`src/common/cfbx_pkg.sv`:
```
package cfbx_pkg;

  // Instruction word layout.
  localparam int          CFBX_WORD_W     = 16;
  localparam int          CFBX_PC_W       = 21;
  localparam int          CFBX_OPC_MSB    = 15;
  localparam int          CFBX_OPC_LSB    = 8;
  localparam int          CFBX_OFS_MSB    = 7;
  localparam int          CFBX_OFS_LSB    = 0;
  localparam logic [7:0]  CFBX_OPC_OVF    = 8'he4;
  localparam logic [7:0]  CFBX_OPC_ZERO   = 8'he0;

  // Phase and reset values.
  localparam logic [1:0]  CFBX_PHASE_RST  = 2'h0;
  localparam logic [1:0]  CFBX_PHASE_LAST = 2'h3;
  localparam logic [20:0] CFBX_PC_RST     = 21'h000000;

  // Sequencer states.
  typedef enum logic [1:0] {
    CFBX_ST_EXEC  = 2'b00,
    CFBX_ST_FLUSH = 2'b01
  } cfbx_state_type;

  // Instruction handed over by the fetch stage.
  typedef struct packed {
    logic        valid;
    logic [15:0] word;
  } cfbx_instr_type;

  // Status flags seen by the branch logic.
  typedef struct packed {
    logic ovf;
    logic zero;
  } cfbx_flags_type;

  // Program counter update toward the core.
  typedef struct packed {
    logic        load;
    logic [20:0] target;
  } cfbx_pcwr_type;

endpackage : cfbx_pkg

```
`src/cfbx_phase_gen.sv`:
```
`timescale 1ns/1ps
`default_nettype none

module cfbx_phase_gen (
  // Clock and reset.
  input  wire logic                 core_clk,
  input  wire logic                 rstn,
  // Phase output.
  output var  logic [1:0]           phase_ff,
  output var  logic                 cycle_end_ff
);
  import cfbx_pkg::*;

  logic [1:0] nxt_phase;
  logic       nxt_cycle_end;

  // Four phases per instruction cycle; cycle_end marks the last phase.
  always_comb begin
    nxt_phase     = phase_ff + 2'h1;
    nxt_cycle_end = (nxt_phase == CFBX_PHASE_LAST);
  end

  // Phase registers.
  always_ff @(posedge core_clk or negedge rstn) begin
    if (!rstn) begin
      phase_ff     <= CFBX_PHASE_RST;
      cycle_end_ff <= 1'b0;
    end else begin
      phase_ff     <= nxt_phase;
      cycle_end_ff <= nxt_cycle_end;
    end
  end

endmodule : cfbx_phase_gen

`default_nettype wire

```
`src/cfbx_branch_exec.sv`:
```
// Function
// - Upper byte 1110 0100 is branch_on_overflow; taken only when overflow flag is one.
// - Low byte is a signed offset -128..127, doubled and added to PC.
// - PC already holds address plus 2, so target is address plus 2 plus 2n.
// - One word; one cycle when not taken, two cycles when taken.
`timescale 1ns/1ps
`default_nettype none

module cfbx_branch_exec #(
  // Program counter width; the carriers in the package are built for this value.
  parameter int PC_W  = cfbx_pkg::CFBX_PC_W,
  // Width of the signed offset literal in the low byte of the word.
  parameter int OFS_W = cfbx_pkg::CFBX_OFS_MSB - cfbx_pkg::CFBX_OFS_LSB + 1
) (
  // Clock and reset.
  input  wire logic                      core_clk,
  input  wire logic                      rstn,
  // Decoded instruction from fetch, with the incremented program counter.
  input  wire cfbx_pkg::cfbx_instr_type  instr,
  input  wire logic [20:0]               pc_now,
  // Status flags.
  input  wire cfbx_pkg::cfbx_flags_type  flags,
  // Program counter write.
  output var  cfbx_pkg::cfbx_pcwr_type   pcwr_ff,
  // Pipeline control.
  output var  logic                      flush_ff,
  output var  logic                      instr_done_ff,
  output var  logic                      is_branch_ff
);
  import cfbx_pkg::*;

  logic [1:0]     phase;
  logic           cycle_end;
  cfbx_state_type state_ff;
  cfbx_state_type nxt_state;
  cfbx_pcwr_type  nxt_pcwr;
  logic           nxt_flush;
  logic           nxt_done;
  logic           nxt_is_branch;
  logic [7:0]     opc;
  logic [7:0]     ofs;
  logic           hit_ovf;
  logic           hit_zero;
  logic           taken;
  logic [20:0]    disp;

  // Per-kind decode: entry 0 is the overflow branch, entry 1 the zero branch.
  localparam int              N_KIND   = 2;
  localparam logic [15:0]     KIND_OPC = {CFBX_OPC_ZERO, CFBX_OPC_OVF};
  logic [N_KIND-1:0]          kind_flag;
  logic [N_KIND-1:0]          kind_hit;
  logic [N_KIND-1:0]          kind_take;

  // How one instruction cycle runs through this block.
  //
  // The phase source counts four core clocks per instruction cycle and raises
  // cycle_end during the last of them. Everything this block decides is
  // decided on the clock edge that closes that last phase. At that edge the
  // fetch stage must still be presenting the word, the incremented program
  // counter and the flags; nothing earlier in the cycle is looked at.
  //
  // A word that is neither branch form leaves the load pulse, flush_ff, instr_done_ff
  // and is_branch_ff low. The fetch stage owns those instructions and this block stays out of the way.
  //
  // A branch whose flag is clear produces, for one clock after that edge,
  // is_branch_ff and instr_done_ff together. The program counter is left as
  // the fetch stage already advanced it, so the next word simply follows.
  //
  // A branch whose flag is set produces, for one clock after that edge, the
  // load pulse with the new target together with is_branch_ff, and raises
  // flush_ff. The sequencer then spends one whole further instruction cycle
  // in the flush state. During it flush_ff stays high so that the fetch stage
  // drops the word it had already fetched from the old address; any word that
  // is presented meanwhile is ignored here too. When that cycle closes,
  // flush_ff falls and instr_done_ff pulses for one clock.
  //
  // Hazards and limits a user of this block should know:
  // - The flags are taken as they stand at the closing edge. A flag that the
  //   previous instruction writes late must already be settled by then.
  // - The target wraps modulo the program counter width, so a branch near
  //   either end of program memory lands at the other end without warning.
  // - The target register keeps its last value between loads; only the load
  //   pulse says that it is meaningful.
  // - A reset in the middle of the flush cycle abandons the branch; the
  //   phase count restarts from zero with the reset.

  // Elaboration checks: the struct carriers and the doubling network are
  // sized for exactly these values, so refuse anything else.
  if (PC_W != CFBX_PC_W) begin : g_bad_pc_w
    $error("cfbx_branch_exec: PC_W must equal the program counter carrier width");
  end
  if (OFS_W != 8) begin : g_bad_ofs_w
    $error("cfbx_branch_exec: OFS_W must equal the offset field width of the word");
  end
  if (OFS_W + 1 > PC_W) begin : g_bad_mix
    $error("cfbx_branch_exec: the doubled offset must fit in the program counter");
  end

  // Instruction cycle phase source.
  cfbx_phase_gen u_phase (
    .core_clk     (core_clk),
    .rstn         (rstn),
    .phase_ff     (phase),
    .cycle_end_ff (cycle_end)
  );

  // Flag that each branch kind tests, in the order of the kind table.
  assign kind_flag = {flags.zero, flags.ovf};

  // One opcode match and one flag test per branch kind.
  for (genvar gk = 0; gk < N_KIND; gk++) begin : g_kind
    assign kind_hit[gk]  = instr.valid && (opc == KIND_OPC[gk*8 +: 8]);
    assign kind_take[gk] = kind_hit[gk] && kind_flag[gk];
  end

  // Doubled signed offset: bit 0 is zero, the literal sits one place up,
  // and every bit above it repeats the literal's sign bit.
  assign disp[0] = 1'b0;
  for (genvar gi = 1; gi < PC_W; gi++) begin : g_disp
    if (gi <= OFS_W) begin : g_lit
      assign disp[gi] = ofs[gi-1];
    end else begin : g_sign
      assign disp[gi] = ofs[OFS_W-1];
    end
  end

  // Split the word into opcode and offset and gather the per-kind results.
  always_comb begin
    opc      = instr.word[CFBX_OPC_MSB:CFBX_OPC_LSB];
    ofs      = instr.word[CFBX_OFS_MSB:CFBX_OFS_LSB];
    hit_ovf  = kind_hit[0];
    hit_zero = kind_hit[1];
    taken    = |kind_take;
  end

  // Next state: execute cycle, then one flush cycle after a taken branch.
  always_comb begin
    nxt_state     = state_ff;
    nxt_pcwr.load = 1'b0;
    nxt_pcwr.target = pcwr_ff.target;
    nxt_flush     = 1'b0;
    nxt_done      = 1'b0;
    nxt_is_branch = 1'b0;
    case (state_ff)
      CFBX_ST_EXEC: begin
        if (cycle_end) begin
          nxt_is_branch = hit_ovf || hit_zero;
          if (taken) begin
            // Target is the incremented PC plus twice the offset.
            nxt_pcwr.load   = 1'b1;
            nxt_pcwr.target = pc_now + disp;
            nxt_flush       = 1'b1;
            nxt_state       = CFBX_ST_FLUSH;
          end else begin
            nxt_done = hit_ovf || hit_zero;
          end
        end
      end
      CFBX_ST_FLUSH: begin
        // The second cycle does nothing but discard the prefetched word.
        nxt_flush = 1'b1;
        if (cycle_end) begin
          nxt_flush = 1'b0;
          nxt_done  = 1'b1;
          nxt_state = CFBX_ST_EXEC;
        end
      end
      default: begin
        nxt_state = CFBX_ST_EXEC;
      end
    endcase
  end

  // Registers.
  always_ff @(posedge core_clk or negedge rstn) begin
    if (!rstn) begin
      state_ff      <= CFBX_ST_EXEC;
      pcwr_ff       <= '{load: 1'b0, target: CFBX_PC_RST};
      flush_ff      <= 1'b0;
      instr_done_ff <= 1'b0;
      is_branch_ff  <= 1'b0;
    end else begin
      state_ff      <= nxt_state;
      pcwr_ff       <= nxt_pcwr;
      flush_ff      <= nxt_flush;
      instr_done_ff <= nxt_done;
      is_branch_ff  <= nxt_is_branch;
    end
  end

endmodule : cfbx_branch_exec

`default_nettype wire

```
`config.mk`:
```
export PLATFORM = sky130hd
export DESIGN_NAME = cfbx_branch_exec
export DESIGN_NICKNAME = d
export VERILOG_FILES = /design/src/common/cfbx_pkg.sv /design/src/cfbx_phase_gen.sv /design/src/cfbx_branch_exec.sv
export SDC_FILE = /design/constraint.sdc
export NUM_CORES = 1
export LEC_CHECK = 0
export BUFFER_PORTS_ARGS = -buffer_cell sky130_fd_sc_hd__buf_4
export CELL_PAD_IN_SITES_DETAIL_PLACEMENT = 1
export CELL_PAD_IN_SITES_GLOBAL_PLACEMENT = 1
export CORE_ASPECT_RATIO = 1.75
export CORE_MARGIN = 5
export CORE_UTILIZATION = 41
export CTS_CLUSTER_SIZE = 30
export DETAILED_ROUTE_END_ITERATION = 12
export PLACE_DENSITY = 0.85
export SETUP_SLACK_MARGIN = 0.05
export SYNTH_ARGS = -nofsm -noshare
export SYNTH_HDL_FRONTEND = slang
export SYNTH_SLANG_ARGS = --single-unit
```
`constraint.sdc`:
```
create_clock -name core_clk -period 4.2 [get_ports core_clk]
set_clock_uncertainty 0.05 [all_clocks]
set_input_delay 0.21 -clock core_clk [delete_from_list [all_inputs] [get_ports core_clk]]
set_output_delay 0.21 -clock core_clk [all_outputs]
set_load 0.01 [all_outputs]
```
Word level (Yosys, flattened, before mapping)
Index checks and enable logic that the tools add are counted.
{"block": "op_classes", "addsub": 2, "n_eq_ne": 7, "muxes": 17, "n_reduce_logical": 9}
{"operator": "$mux W22", "count": 3}
{"operator": "$add A21 B21 Y21", "count": 1}
{"operator": "$eq A8 B8 Y1 const B", "count": 2}
{"operator": "$mux W1", "count": 8}
{"operator": "$mux W2", "count": 3}
{"operator": "$reduce_and A3 Y1", "count": 2}
{"operator": "$logic_and A1 B1 Y1", "count": 4}
{"operator": "$ne A2 B1 Y1 const B", "count": 2}
{"operator": "$pmux W1 S2", "count": 2}
{"operator": "$pmux W2 S2", "count": 1}
{"operator": "$add A2 B1 Y2 const B", "count": 1}
{"operator": "$eq A2 B1 Y1 const B", "count": 1}
{"operator": "$eq A2 B2 Y1 const B", "count": 1}
{"operator": "$logic_not A2 Y1", "count": 1}
{"operator": "$ne A2 B2 Y1 const B", "count": 1}
{"operator": "$reduce_or A2 Y1", "count": 1}
{"operator": "$logic_or A1 B1 Y1", "count": 1}
{"block": "totals", "regBits": 30, "in_bits": 42, "output_inout_bits": 25, "wordCells": 43}

Logic depth before layout (Yosys ltp)
{"block": "depth", "ltp_word": 7, "mapped_depth": 8, "ltp_nobuf": 8}

By module
From an unflattened synthesis, not the netlist that was laid out.
{"block": "hier_totals", "hier_cells": 225, "area_unflattened_um2": 2006.9}
{"module": "cfbx_branch_exec", "n_inst": 1, "cells_per_inst": 219, "area_each_um2": 1911.8, "seq_area_each_um2": 650.6}
{"module": "cfbx_phase_gen", "n_inst": 1, "cells_per_inst": 6, "area_each_um2": 95.1, "seq_area_each_um2": 75.1}

Worst setup path after synthesis
Ideal clock, no wire load.
{"block": "synth_timing", "path_kind": "input to register", "from": "input port instr[7] (netlist bit)", "to": "register pcwr_ff[19] (netlist bit)", "setup_ns": 0.092, "arrival_time_ns": 1.971, "required_time_ns": 4.058, "path_slack_ns": 2.087, "stages": 8, "n_path_buf": 1, "cell_sequence": "ha_1 > buf_6 > a211o_1 > a311o_1 > a21o_1 > a31o_1 > mux2_4 > o31ai_2"}
{"block": "synth_via", "elab_chain_cells": 1}
{"item": "start: declaration", "line": "cfbx_branch_exec.sv:19", "source": "input wire cfbx_pkg::cfbx_instr_type instr,"}
{"item": "$add A21 B21 Y21", "line": "cfbx_branch_exec.sv:151", "source": "nxt_pcwr.target = pc_now + disp;"}
{"item": "end signal: assignment", "line": "cfbx_branch_exec.sv:178", "source": "pcwr_ff <= '{load: 1'b0, target: CFBX_PC_RST};"}
{"item": "end signal: assignment", "line": "cfbx_branch_exec.sv:184", "source": "pcwr_ff <= nxt_pcwr;"}
{"item": "end: declaration", "line": "cfbx_branch_exec.sv:24", "source": "output var cfbx_pkg::cfbx_pcwr_type pcwr_ff,"}
Every way passes these cells.
A chain may end at the register's enable or synchronous reset.

Worst setup path in the final report
{"block": "layout_timing", "from": "register state_ff[0]", "to": "register pcwr_ff[13] (netlist bit)"}
{"block": "layout_via", "elab_chain_cells": 2}
{"item": "start: declaration", "line": "cfbx_branch_exec.sv:34", "source": "cfbx_state_type state_ff;"}
{"item": "start signal: assignment", "line": "cfbx_branch_exec.sv:183", "source": "state_ff <= nxt_state;"}
{"item": "$logic_not A2 Y1", "line": "cfbx_branch_exec.sv:144", "source": "case (state_ff)"}
{"item": "$reduce_and A3 Y1 (no line)"}
Every way passes these cells.

==> metrics.log <==
[metrics] Final setup violation count: 0
[metrics] pin count of the biggest net entering global routing: 49
[metrics] vias in the first global route: 2245
[metrics] post-layout minimum cycle time: 2.635 ns
[metrics] critical path, cell by cell: or4b_4 -> nor4_4 -> nand2_2 -> inv_2 -> and3_1 -> mux2i_1 -> o311ai_0
[metrics] CTS tree: yes
[metrics] clk sink count: 29
[metrics] Via Count: 2131
[metrics] smallest hold slack: 0.05541 ns
[metrics] first-pass detailed-route iteration total: 4
[metrics] worst slew pin tran: 0.7652 ns
[metrics] launch point of the worst hold path: instr[12]
[metrics] number of DRC violations after detailed routing: 0
[metrics] per-cell routed wire length: 17.34 um
[metrics] RePlAce Congestion: 0.8515
[metrics] starting density of the core: 41.76%
[metrics] max_cap viols: 0
[metrics] synthesis-to-finish area growth: 26.74%
[metrics] Max IR drop VDD: 0.00009612 V
[metrics] Worst R2R Setup Slack: 1.57 ns
[metrics] number of cells on the worst hold path: 2
[metrics] horizontal die dimension: 65.31 um
[metrics] setup fix buffers added after clock tree synthesis: 0
[metrics] clock latency at the later pin of the worst-skew pair: 0.27 ns
[metrics] number of nets produced by synthesis: 307
[metrics] half-perimeter wire length after placement: 5.118 mm
[metrics] Reg-to-Reg End: pcwr_ff[13]
[metrics] ratio of routed vias to standard cells: 5.871
[metrics] CTS clk-pin slew, worst paths: 0.06 ns
[metrics] Util after Layout: 52.93%
[metrics] path category of the worst min-delay check: in2reg
[metrics] crit end category: flop
[metrics] category of the worst setup path launch point: flop
[metrics] async set-or-reset flop fraction in the synthesized netlist: 100.0%
[metrics] maximum level of the CTS H-tree: 2
[metrics] flop and latch count out of synthesis: 29
[metrics] proportion of synthesized chip area in sequential cells: 33.07%
[metrics] global-route wire length before repair: 10.45 mm
[metrics] count of placed standard cells in the final layout, fillers left out: 363
[metrics] Crit path largest cell delay: 0.56 ns
[metrics] highest attainable clock frequency: 0.3796 GHz
[metrics] sum of negative setup slack: 0 ns
[metrics] Clock Tree Root: clkbuf_8
[metrics] FF-to-FF path depth: 7
[metrics] commonest cells after routing, fill and taps aside: buf_4, nand2_1, dfrtp_1
[metrics] number of enable-type register cells in the synthesized netlist: 0
[metrics] final-report max-slew violation count: 0
[metrics] CTS buffer count: 5
[metrics] total buffers and inverters traversed by the critical path: 1
[metrics] total global routing track utilization: 18.87%
[metrics] area of the die: 0.006974 sq mm
[metrics] instance count on the critical path: 7
[metrics] synthesized area divided by synthesized cell count: 8.994 sq um
[metrics] critical path data required time: 4.30 ns
[metrics] Max-Slew Margin vs Limit: 47.67%
[metrics] crit path capture: pcwr_ff[13]
[metrics] post-cts repair resize count: 0
[metrics] Worst Path Max Fanout: 48
[metrics] areal power density over the cells: 258.7 mW/mm^2
[metrics] maximum buffer depth of the clock tree: 2
[metrics] origin of the critical flop-to-flop path: state_ff[0]
[metrics] leftover overflow at the end of global routing: 0
[metrics] number of endpoints with negative hold slack in the final report: 0
[metrics] Vert. Die Dim: 106.8 um
[metrics] final wirelength: 6.296 mm
[metrics] core box area: 0.005255 sq mm
[metrics] dominant register cell in the synthesized netlist: dfrtp_1
[metrics] final net count: 370
[metrics] critical path class: reg2reg
[metrics] number of placed I/O pins: 67
[metrics] signal arrival time at the worst endpoint: 2.74 ns
[metrics] launching instance or port of the critical path: state_ff[0]
[metrics] RSZ-0062 raised after global routing: false
[metrics] DRC violation total after the first TritonRoute iteration: 68
[metrics] run status: finished, final reports clean
[metrics] library cell contributing the largest single delay on the critical path: or4b_4
[metrics] leakage power: 1.399 nW
[metrics] number of placement rows: 35
[metrics] Yosys Warn Count: 0
[metrics] antenna-violating nets left: 0
[metrics] delay-heaviest family, CP: simple AND/OR/NAND/NOR gates
[metrics] most frequent standard cell in the layout excluding fill and tap cells: buf_4
[metrics] share of the cycle needed by the critical path after routing: 62.73%
[metrics] quantity of I/O buffers inserted on ports: 66
[metrics] number of antenna violations at the first check in global routing: 0
[metrics] antenna diode count: 0
[metrics] post-synthesis cell count: 244
[metrics] post-placement cell count: 354
[metrics] number of library cell types mapped by synthesis: 57
[metrics] Cell Area, Synth: 0.002195 sq mm
[metrics] share of cells above drive strength 1: 26.95%
worst register-to-register path, stage by stage, from the launching register on:
cell and delay (ns):
dfrtp_1 0.40, or4b_4 0.56, nor4_4 0.21, nand2_2 0.51, inv_2 0.41, and3_1 0.20
mux2i_1 0.07, o311ai_0 0.11
metrics by stage:
| stage | setup slack, ns | power (mW) | area [sq um] |
|---|---|---|---|
| global placement | 1.660 | 0.4966 | 2689 |
| CTS | 1.519 | 0.7270 | 2781 |
| finish | 1.565 | 0.7195 | 2781 |
| floorplan | 2.087 | 0.4251 | 2195 |
| detailed placement | 1.519 | 0.5034 | 2689 |
| global route | 1.340 | 0.7630 | 2781 |
cell type report:
class | instances | area (sq um)
Clock buffer | 6 | 72.57
Tap cell | 55 | 68.82
Clock inverter | 2 | 10.01
Fill cell | 650 | 2474
Inverter | 6 | 22.52
Timing Repair Buffer | 67 | 505.5
Sequential cell | 29 | 725.7
Multi-Input combinational cell | 198 | 1376
state kept, by name (all words and copies together) (netlist names):
signal                count
pcwr_ff                  22
u_phase.phase_ff          2
flush_ff                  1
instr_done_ff             1
is_branch_ff              1
state_ff                  1
u_phase.cycle_end_ff      1
routing by layer:
| metal | share of wire [%] | global-route usage [%] | routed length (um) |
|---|---|---|---|
| met1 | 36 | 20.05 | 2277 |
| met2 | 55 | 35.24 | 3478 |
| met3 | 4.3 | 2.935 | 270 |
| met4 | 4.3 | 8.605 | 270 |
| met5 | 0 | 0 | 0 |
worst min-delay path by stage:
| stage | end | slack [ns] |
|---|---|---|
| floorplan | flush_ff | -0.14 |
| global placement | instr_done_ff | 0.10 |
| detailed placement | instr_done_ff | 0.11 |
| CTS | is_branch_ff | 0.05 |
| global route | is_branch_ff | 0.04 |
| finish | is_branch_ff | 0.06 |
logic make-up after synthesis:
| logic type | Yosys count | share of synthesized area [%] |
|---|---|---|
| compound gates | 87 | 26.97 |
| xor+xnor | 9 | 3.592 |
| buf+inv | 17 | 4.218 |
| simple gates | 77 | 17.73 |
| flops | 29 | 33.07 |
| fa+ha+maj | 21 | 12.31 |
| mux | 4 | 2.109 |
cells in the mapped netlist, drive strengths merged (4+ instances only):
library cell | instances | share of area, %
a21oi | 20 | 4.6
a211oi | 5 | 1.7
a21o | 9 | 3.4
clkbuf | 5 | 0.91
nor2 | 13 | 2.2
nand2 | 36 | 6.3
o21ai | 18 | 4.1
o311ai | 4 | 1.6
and3 | 5 | 1.5
ha | 20 | 11
o31ai | 6 | 2.3
xor2 | 5 | 2.0
xnor2 | 4 | 1.6
buf | 6 | 2.3
nor3 | 5 | 1.1
nand4 | 4 | 1.1
o21a | 5 | 1.7
dfrtp | 29 | 33
inv | 6 | 1.0
power by group:
group          leakage (nW)  internal (mW)  total, mW  switching, mW
sequential            0.400          0.282      0.284        0.00175
combinational         0.954         0.0972      0.214          0.117
clock                0.0450          0.115      0.221          0.106
timing repair:
action,4_1_cts,5_1_grt
endpoints found under the hold margin,29,0
hold buffers,1,0
endpoints found under the setup margin,0,0
Power figures use the tool's default switching activity.
